File: src/sync_select_map.svh
// register offsets, field positions and reset values
`ifndef SYNC_SELECT_MAP_SVH
`define SYNC_SELECT_MAP_SVH
`define OFS_STATUS        8'h11
`define OFS_CONTROL       8'h12
`define OFS_THRESHOLD     8'h13
`define OFS_IRQ_STATUS    8'h14
`define OFS_IRQ_MASK      8'h15
`define BIT_IF_OVERRIDE   7
`define BIT_IF_CHOICE     6
`define BIT_HS_OVERRIDE   5
`define BIT_HS_CHOICE     4
`define BIT_VS_OVERRIDE   3
`define BIT_VS_CHOICE     2
`define BIT_HOLD_CHOICE   1
`define BIT_SLEEP_N       0
`define ST_HS_DET         7
`define ST_SOG_DET        6
`define ST_VS_DET         5
`define ST_DCLK_DET       4
`define ST_IF             3
`define ST_HS_SRC         2
`define ST_VS_SRC         1
`define RST_CONTROL       8'h01
`define RST_THRESHOLD     8'h20
`define RST_IRQ_MASK      8'h00
`endif

File: src/sync_select_pkg.sv
// types shared by the interface and sync source selection block
package sync_select_pkg;
  typedef enum logic [1:0] {sep_idle, sep_count} sep_state_t;
  typedef logic [7:0] reg_byte_t;
endpackage

File: src/sync_interface_select_control.sv
// interface and sync source selection control register bank
`timescale 1ns/100ps
`include "sync_select_map.svh"
module sync_interface_select_control
  import sync_select_pkg::*;
#(
  parameter int THRESH_WIDTH = 8
)(
  input  wire logic       clock,
  input  wire logic       rstn,
  input  wire logic [7:0] address,
  input  wire logic [7:0] write_data,
  input  wire logic       write_strobe,
  input  wire logic       read_strobe,
  output logic [7:0]      read_data,
  input  wire logic       hsync_present,
  input  wire logic       sog_present,
  input  wire logic       vsync_present,
  input  wire logic       dclk_present,
  input  wire logic       auto_interface,
  input  wire logic       auto_hsync_source,
  input  wire logic       hsync_pin,
  input  wire logic       sog_sync,
  input  wire logic       vsync_pin,
  input  wire logic       hold_pin,
  output logic            current_interface_status,
  output logic            current_hsync_source_status,
  output logic            current_vsync_source_status,
  output logic            active_hsync,
  output logic            vsync_out,
  output logic            pll_hold,
  output logic            chip_sleep_n,
  output logic            irq
);
  reg_byte_t control;
  reg_byte_t threshold;
  reg_byte_t irq_status;
  reg_byte_t irq_mask;
  reg_byte_t status;
  reg_byte_t next_events;
  logic      sep_vsync;
  logic      sel_if;
  logic      sel_hs;
  logic      sel_vs;
  logic      auto_vs;
  logic      both_if;
  logic      both_hs;
  logic [3:0] det_last;

  function automatic logic hit(input logic [7:0] a, input logic [7:0] ofs);
    hit = (a == ofs);
  endfunction

  always_ff @(posedge clock or negedge rstn)
  begin
    if (!rstn)
      control <= `RST_CONTROL;
    else if (write_strobe && hit(address, `OFS_CONTROL))
      control <= write_data;
  end

  always_ff @(posedge clock or negedge rstn)
  begin
    if (!rstn)
      threshold <= `RST_THRESHOLD;
    else if (write_strobe && hit(address, `OFS_THRESHOLD))
      threshold <= write_data;
  end

  always_ff @(posedge clock or negedge rstn)
  begin
    if (!rstn)
      irq_mask <= `RST_IRQ_MASK;
    else if (write_strobe && hit(address, `OFS_IRQ_MASK))
      irq_mask <= write_data;
  end

  sync_separator #(
    .WIDTH     (THRESH_WIDTH)
  ) u_sep (
    .clock     (clock),
    .rstn      (rstn),
    .sync_in   (vsync_pin),
    .threshold (threshold[THRESH_WIDTH-1:0]),
    .sep_vsync (sep_vsync)
  );

  assign both_if = (hsync_present || sog_present) && dclk_present;
  assign both_hs = hsync_present && sog_present;
  // automatic vsync: separator only when no vsync pin activity is seen
  assign auto_vs = !vsync_present;

  sync_source_mux u_if (
    .override     (control[`BIT_IF_OVERRIDE]),
    .choice       (control[`BIT_IF_CHOICE]),
    .both_present (both_if),
    .auto_status  (auto_interface),
    .selected     (sel_if)
  );

  sync_source_mux u_hs (
    .override     (control[`BIT_HS_OVERRIDE]),
    .choice       (control[`BIT_HS_CHOICE]),
    .both_present (both_hs),
    .auto_status  (auto_hsync_source),
    .selected     (sel_hs)
  );

  sync_source_mux u_vs (
    .override     (control[`BIT_VS_OVERRIDE]),
    .choice       (control[`BIT_VS_CHOICE]),
    .both_present (1'b0),
    .auto_status  (auto_vs),
    .selected     (sel_vs)
  );

  // data outputs registered; one cycle of latency after a select change
  always_ff @(posedge clock or negedge rstn)
  begin
    if (!rstn)
    begin
      current_interface_status    <= 1'b0;
      current_hsync_source_status <= 1'b0;
      current_vsync_source_status <= 1'b0;
      active_hsync                <= 1'b0;
      vsync_out                   <= 1'b0;
      pll_hold                    <= 1'b0;
      chip_sleep_n                <= 1'b0;
    end
    else
    begin
      current_interface_status    <= sel_if;
      current_hsync_source_status <= sel_hs;
      current_vsync_source_status <= sel_vs;
      active_hsync <= sel_hs ? sog_sync : hsync_pin;
      vsync_out    <= sel_vs ? sep_vsync : vsync_pin;
      pll_hold     <= control[`BIT_HOLD_CHOICE] ?
                      vsync_out : hold_pin;
      chip_sleep_n <= control[`BIT_SLEEP_N];
    end
  end

  always_comb
  begin
    status = 8'h00;
    status[`ST_HS_DET]   = hsync_present;
    status[`ST_SOG_DET]  = sog_present;
    status[`ST_VS_DET]   = vsync_present;
    status[`ST_DCLK_DET] = dclk_present;
    status[`ST_IF]       = current_interface_status;
    status[`ST_HS_SRC]   = current_hsync_source_status;
    status[`ST_VS_SRC]   = current_vsync_source_status;
  end

  // events: rising edge of any detect bit, so hot plugging is seen
  always_comb
  begin
    next_events = 8'h00;
    next_events[3:0] = {hsync_present, sog_present, vsync_present,
                        dclk_present} & ~det_last;
  end

  always_ff @(posedge clock or negedge rstn)
  begin
    if (!rstn)
      det_last <= 4'h0;
    else
      det_last <= {hsync_present, sog_present, vsync_present, dclk_present};
  end

  // read clears, but a same-cycle event still sets
  always_ff @(posedge clock or negedge rstn)
  begin
    if (!rstn)
      irq_status <= 8'h00;
    else if (read_strobe && hit(address, `OFS_IRQ_STATUS))
      irq_status <= next_events;
    else
      irq_status <= irq_status | next_events;
  end

  assign irq = |(irq_status & irq_mask);

  always_ff @(posedge clock or negedge rstn)
  begin
    if (!rstn)
      read_data <= 8'h00;
    else if (read_strobe)
    begin
      unique case (address)
        `OFS_STATUS:     read_data <= status;
        `OFS_CONTROL:    read_data <= control;
        `OFS_THRESHOLD:  read_data <= threshold;
        `OFS_IRQ_STATUS: read_data <= irq_status;
        `OFS_IRQ_MASK:   read_data <= irq_mask;
        default:         read_data <= 8'h00;
      endcase
    end
    else
      read_data <= 8'h00;
  end

  a_if_override: assert property (@(posedge clock) disable iff (!rstn)
    control[`BIT_IF_OVERRIDE] |=>
      current_interface_status == $past(control[`BIT_IF_CHOICE]))
    else $error("interface override ignored");
  a_if_auto: assert property (@(posedge clock) disable iff (!rstn)
    (!control[`BIT_IF_OVERRIDE] && !both_if) |=>
      current_interface_status == $past(auto_interface))
    else $error("interface not following status");
  a_if_both: assert property (@(posedge clock) disable iff (!rstn)
    both_if |=> current_interface_status == $past(control[`BIT_IF_CHOICE]))
    else $error("interface choice not applied");
  a_hs_route: assert property (@(posedge clock) disable iff (!rstn)
    (control[`BIT_HS_OVERRIDE] || both_hs) |=>
      active_hsync == ($past(control[`BIT_HS_CHOICE]) ?
                       $past(sog_sync) : $past(hsync_pin)))
    else $error("hsync route wrong");
  a_hs_auto: assert property (@(posedge clock) disable iff (!rstn)
    (!control[`BIT_HS_OVERRIDE] && !both_hs) |=>
      current_hsync_source_status == $past(auto_hsync_source))
    else $error("hsync not following status");
  a_vs_route: assert property (@(posedge clock) disable iff (!rstn)
    control[`BIT_VS_OVERRIDE] |=>
      vsync_out == ($past(control[`BIT_VS_CHOICE]) ?
                    $past(sep_vsync) : $past(vsync_pin)))
    else $error("vsync route wrong");
  a_hold_route: assert property (@(posedge clock) disable iff (!rstn)
    !control[`BIT_HOLD_CHOICE] |=> pll_hold == $past(hold_pin))
    else $error("hold pin not routed");
  a_sleep_bit: assert property (@(posedge clock) disable iff (!rstn)
    (write_strobe && address == `OFS_CONTROL) ##1 1'b1 |=>
      chip_sleep_n == $past(control[`BIT_SLEEP_N]))
    else $error("power down bit not applied");
  a_det_read: assert property (@(posedge clock) disable iff (!rstn)
    (read_strobe && address == `OFS_STATUS) |=>
      read_data[`ST_DCLK_DET] == $past(dclk_present))
    else $error("detect bit misread");

  c_override: cover property (@(posedge clock) disable iff (!rstn)
    control[`BIT_IF_OVERRIDE] && control[`BIT_IF_CHOICE]);
  c_both_hs: cover property (@(posedge clock) disable iff (!rstn)
    both_hs && control[`BIT_HS_CHOICE]);
  c_sleep: cover property (@(posedge clock) disable iff (!rstn)
    !chip_sleep_n ##1 chip_sleep_n);
  c_irq: cover property (@(posedge clock) disable iff (!rstn) irq);
endmodule // sync_interface_select_control

File: src/sync_separator.sv
// sync separator: recovers vsync from a composite sync by pulse width
`timescale 1ns/100ps
`include "sync_select_map.svh"
module sync_separator
  import sync_select_pkg::*;
#(
  parameter int WIDTH = 8
)(
  input  wire logic             clock,
  input  wire logic             rstn,
  input  wire logic             sync_in,
  input  wire logic [WIDTH-1:0] threshold,
  output logic                  sep_vsync
);
  logic [WIDTH-1:0] count;
  logic             last;

  // counter restarts on every edge, so only long pulses reach the threshold
  always_ff @(posedge clock or negedge rstn)
  begin
    if (!rstn)
    begin
      count <= '0;
      last  <= 1'b0;
    end
    else
    begin
      last <= sync_in;
      if (sync_in != last)
        count <= '0;
      // saturate at the threshold so a lowered threshold never wraps round
      else if (count < threshold)
        count <= count + 1'b1;
    end
  end

  // output follows the input level once it has lasted threshold clocks
  always_ff @(posedge clock or negedge rstn)
  begin
    if (!rstn)
      sep_vsync <= 1'b0;
    else if (sync_in == last && count >= threshold)
      sep_vsync <= sync_in;
  end

  a_sep_follows: assert property (@(posedge clock) disable iff (!rstn)
    (sync_in == last && count >= threshold) |=> sep_vsync == $past(sync_in))
    else $error("separator did not toggle at threshold");
endmodule // sync_separator

File: src/sync_source_mux.sv
// source choice: override bit or both sources present picks software select, else automatic status
`timescale 1ns/100ps
module sync_source_mux
(
  input  wire logic override,
  input  wire logic choice,
  input  wire logic both_present,
  input  wire logic auto_status,
  output logic      selected
);
  // software choice wins when forced, or when both sources are present
  always_comb
  begin
    if (override || both_present)
      selected = choice;
    else
      selected = auto_status;
  end
endmodule // sync_source_mux

File: config.mk
export PLATFORM = sky130hd
export DESIGN_NAME = sync_interface_select_control
export DESIGN_NICKNAME = d
export VERILOG_FILES = /design/src/sync_select_pkg.sv /design/src/sync_interface_select_control.sv /design/src/sync_separator.sv /design/src/sync_source_mux.sv
export VERILOG_INCLUDE_DIRS = /design/src
export SDC_FILE = /design/constraint.sdc
export NUM_CORES = 1
export LEC_CHECK = 0
export BUFFER_PORTS_ARGS = -buffer_cell sky130_fd_sc_hd__buf_2
export CAP_MARGIN = 20
export CORE_MARGIN = 2
export CORE_UTILIZATION = 37
export CTS_BUF_LIST = sky130_fd_sc_hd__clkbuf_8
export DETAILED_ROUTE_END_ITERATION = 8
export MAX_ROUTING_LAYER = met4
export PLACE_DENSITY = 0.57
export SLEW_MARGIN = 10
export SYNTH_ARGS = -nofsm -noshare
export SYNTH_HDL_FRONTEND = slang
export SYNTH_SLANG_ARGS = --single-unit
File: constraint.sdc
create_clock -name clock -period 2.8 [get_ports clock]
set_clock_uncertainty 0.05 [all_clocks]
set_input_delay 0.56 -clock clock [delete_from_list [all_inputs] [get_ports clock]]
set_output_delay 0.56 -clock clock [all_outputs]
set_load 0.005 [all_outputs]
; ---- Word-level counts from Yosys, hierarchy flattened
; Index checks and enable logic that the tools add are counted.
[op_classes]
n_eq_ne = 7
n_mul = 0
order_cmp = 2
n_reduce_logical = 13
n_bitwise = 4
shift = 0
mux = 11
n_addsub = 1
div = 0
[op_table]
columns = operator, n
row1 = 8-bit by 5-bit == test with 1-bit output (second input constant), 5
row2 = 8-bit case mux with 5 select lines, 1
row3 = 8-bit two-way mux, 4
row4 = 8-bit by 1-bit adder with 8-bit output (second input constant), 1
row5 = 8-bit bitwise AND, 1
row6 = 8-bit >= comparator, 1
row7 = 8-bit < comparator, 1
row8 = 8-bit by 4-bit bitwise OR with 8-bit output, 1
row9 = 8-bit OR reduction, 1
row10 = 1-bit logical AND, 7
row11 = 1-bit two-way mux, 6
row12 = 4-bit bitwise AND, 1
row13 = 4-bit inverter, 1
row14 = 1-bit logical OR, 3
row15 = 2-bit nonzero test, 1
row16 = 1-bit == test, 1
row17 = 1-bit logical NOT, 1
row18 = 1-bit inequality test, 1
[totals]
out_inout_bits = 16
input_bits = 30
register_bits = 61
ramBits = 0
mem_count = 0
rom_bits = 0
wordCells = 54
latchBits = 0

; ---- Depth between registers and ports, before layout
[depth]
depth_word = 4
depth_mapped = 8
ltp_nobuf = 7

; ---- Hierarchy
; Synthesis repeated with hierarchy kept, for this count alone.
[hier_totals]
cells_unflattened = 233
area_unflattened_um2 = 2852.7
[modules_own_cells]
columns = module, seq_area_each_um2, n_inst, cells_each, area_each_um2
row1 = sync_interface_select_control, 1178.6, 1, 147, 2075.7
row2 = sync_separator, 250.2, 1, 80, 732.0
row3 = sync_source_mux, 0.0, 3, 2, 15.0

; ---- Least setup slack after synthesis
; OpenSTA, ideal clock, no wires.
[synth_timing]
path_kind = reg-to-reg
start = register threshold[5]
end = register u_sep.count[7]
t_arrival_ns = 1.846
setup_time_ns = 0.078
t_required_ns = 2.672
n_path_buf = 0
synth_period_minus_slack_ns = 1.974
slack_ns = 0.826
path_stages_with_launch = 8
cell_sequence = dfstp_2 -> inv_1 -> ha_1 -> a21oi_1 -> o21ai_2 -> nor2_1 -> or4b_1 -> a21oi_1
[synth_via]
elab_chain_cells = 2
[synth_lines]
columns = item, line_no
row1 = "start, declared", sync_interface_select_control.sv:36  ; reg_byte_t threshold;
row2 = "start signal, assigned", sync_interface_select_control.sv:65  ; threshold <= `RST_THRESHOLD;
row3 = "start signal, assigned", sync_interface_select_control.sv:67  ; threshold <= write_data;
row4 = 8-bit < comparator, sync_separator.sv:32  ; else if (count < threshold)
row5 = 2-bit nonzero test (no source line), --
row6 = "end signal, assigned", sync_separator.sv:33  ; count <= count + 1'b1;
row7 = "end, declared", sync_separator.sv:15  ; logic [WIDTH-1:0] count;
; Every way passes these cells.
; A chain may end at the register's enable or synchronous reset.

; ---- Worst setup path after layout
; Same ends and word-level chain as after synthesis.

==> summary.txt <==
status -> finished clean
post-route ant nets -> 0
Rows -> 31
cell internal pwr -> 1.59 mW
CTS sink count -> 57
layout filler cell count -> 693
Hold Crit Class -> primary input to async pin
DRT iter0 DRCs -> 87
final core utilization -> 0.461
clock root buffer -> clkbuf_8
crit end category -> register
DP Cell Count -> 371
ANT cells -> 0
DR pass1 iterations -> 4
post-synthesis mux area share -> 0.161
share of the synthesized area in the top cell type -> 0.503
WL per Instance -> 15.2 um
mapped cell area -> 2740 um^2
CTS hold repair buffers -> 0
M1 GR Usage -> 0.207
clock power share -> 0.444
Switching Share -> 0.238
number of global-route vias before repair -> 2033
M2 GR Usage -> 0.251
CTS max path bufs -> 2
worst reg2reg setup slack -> 0.58 ns
register bit count reported by yosys -> 57
final setup violation count -> 0
post-synth top area cell -> dfrtp_1
max-slew violations -> 0
Post-synth EDFFs -> 0
die area -> 8100 um^2
crit share post-route -> 0.792
Post-Synth Simple-Gate Area -> 0.121
largest family of logic cells by synthesized area -> multiplexers
max-cap check violation count -> 0
Vias -> 1989
Critical Path RT -> 3.00 ns
Comb pwr share -> 0.123
Seq pwr share -> 0.433
XOR/XNOR Fraction of Synth Area -> 0.00320
Die X-Extent -> 90.0 um
critical path peak fanout -> 10
Async SR Flop Fraction -> 1.00
Worst slew margin -> 0.483
final hold violations -> 0
Non-Filler Instances -> 387
GRT Max-Usage Layer -> met2
worst slew pin tran -> 0.775 ns
drc violations -> 0
Post-Synthesis Cells -> 231
grt met3 use -> 0.0486
PortBufs -> 45
synthesis-to-layout area growth -> 21.5%
clock-pin transition on the worst setup and hold timing paths -> 0.07 ns
H-tree depth -> 3
Worst VDD drop -> 0.285 mV
PostCTS Resize Cnt -> 0
Switch Pwr -> 496 uW
core area -> 7210 um^2
RePlAce Congestion -> 0.839
Crit Path Class -> register to register
PwrDens -> 628 nW/um^2
post-synthesis average cell area -> 11.8 um^2
Worst setup SP type -> register
Clk Latency, worst-skew pair -> 0.33 ns
post-synthesis cell type count -> 47
number of CTS-inserted buffers -> 9
largest net degree at the start of global routing -> 36
setup slack at placement -> 0.619 ns
DP HPWL -> 4470 um
num ports -> 46
Seq/Total Area, Yosys -> 0.522
GR Overflow Total -> 0
proportion of layout cells with a drive suffix above 1 -> 0.361
Initial Utilization -> 0.379
Worst Path Arrival -> 2.42 ns
top post-synthesis cells by area -> dfrtp_1 (50%), mux2_2 (13%), ha_1 (4.1%), mux2i_1 (3.3%), a21oi_1 (2.7%)
Post-CTS Repair Setup Buffers -> 0
GRT Overall Usage -> 0.163
Max Freq -> 451 MHz
TNS Setup -> 0 ns
first-pass GRT wire length -> 10100 um
routed wire length -> 5880 um
Yosys Warn Count -> 0
main flop type after synthesis -> dfrtp_1
top-count cell post-synth -> dfrtp_1
compound-cell area share of the yosys netlist -> 0.125
syn_nets -> 270
vias per cell -> 5.14
DIE HEIGHT -> 90.0 um
Nets -> 322
RSZ-0062 raised after global routing -> no
final setup margin -> 0.582 ns
most frequent cells after synthesis -> dfrtp_1 (55), mux2_2 (31), nor2_1 (16)
TritonCTS clock tree -> yes
Post-Synth Adder-Cell Area -> 0.0412
leakage power -> 1.59 nW
initial antenna violation count -> 0
Final min period -> 2.22 ns
flip-flops by register name (all words and copies together), names as in the netlist:
signal                       count
control                          8
read_data                        8
u_sep.last                       1
active_hsync                     1
chip_sleep_n                     1
threshold                        8
u_sep.sep_vsync                  1
current_interface_status         1
u_sep.count                      8
det_last                         4
current_vsync_source_status      1
irq_status                       4
current_hsync_source_status      1
vsync_out                        1
pll_hold                         1
irq_mask                         8
metal layers:
metal / vias to the layer above / wire length [um]
li1: 955 / -
met1: 988 / 2720
met2: 37 / 2810
met3: 9 / 241
met4: 0 / 108
met5: - / 0
stage by stage:
step | hold WS, ns | total power [mW] | area, um^2
after floorplan | 0.214 | 1.08 | 2740
after global placement | 0.352 | 1.17 | 3080
after detailed placement | 0.357 | 1.18 | 3080
after CTS | 0.165 | 2.12 | 3320
after global routing | 0.199 | 2.20 | 3320
final | 0.160 | 2.09 | 3320
kinds of logic (layout without fill, tap and decap cells):
| logic type | Yosys count | after routing |
|---|---|---|
| mux | 40 | 40 |
| xor+xnor | 1 | 1 |
| flops | 57 | 57 |
| buf+inv | 18 | 75 |
| compound gates | 50 | 50 |
| fa+ha+maj | 9 | 9 |
| simple gates | 56 | 56 |
cell type report:
class / count / area [um^2] / share of cell area
Sequential cell: 57 / 1430 / 0.430
Multi-Input combinational cell: 156 / 1230 / 0.371
Timing Repair Buffer: 46 / 245 / 0.0738
Clock buffer: 10 / 138 / 0.0414
Tap cell: 99 / 124 / 0.0373
Clock inverter: 6 / 106 / 0.0320
Inverter: 13 / 48.8 / 0.0147
layout by cell type (no fill, tap or decap), drive strengths merged, types with 3 or more instances in the layout:
master and instances:
dfrtp 55, buf 46, mux2 31, nor2 17, a21oi 15, inv 14
clkbuf 10, mux2i 9, ha 9, nand2 9, o21ai 7, nand3 6
a22oi 4, a22o 4, nand4 4, nand2b 3, nor2b 3, a221oi 3
o22a 3, o31ai 3, bufinv 3, or3 3
critical path, stage by stage, from the launching register on:
cell and delay [ns]:
dfstp_2 0.55, inv_1 0.05, ha_1 0.30, a21oi_1 0.24, o21ai_2 0.18, nor2_1 0.18, or4b_1 0.45, a21oi_1 0.15
power by group through the flow:
stage / combinational (mW) / sequential, mW / clock, mW
floorplan: 0.168 / 0.911 / 0
global placement: 0.255 / 0.918 / 0
detailed placement: 0.259 / 0.920 / 0
CTS: 0.260 / 0.905 / 0.952
global route: 0.296 / 0.911 / 0.988
finish: 0.256 / 0.905 / 0.927
path summary, 6_finish.rpt:
| check | cells after the start | end | startpoint |
|---|---|---|---|
| max in group asynchronous | 2 | control[0] | rstn |
| min in group clock | 1 | det_last[3] | hsync_present |
| hold / removal | 1 | current_hsync_source_status | rstn |
| setup reg to reg | 7 | u_sep.count[7] | threshold[5] |
| hold reg to reg | 0 | chip_sleep_n | control[0] |
| setup / recovery | 7 | u_sep.count[7] | threshold[5] |
Note: power is estimated with default switching activity, not from simulation.
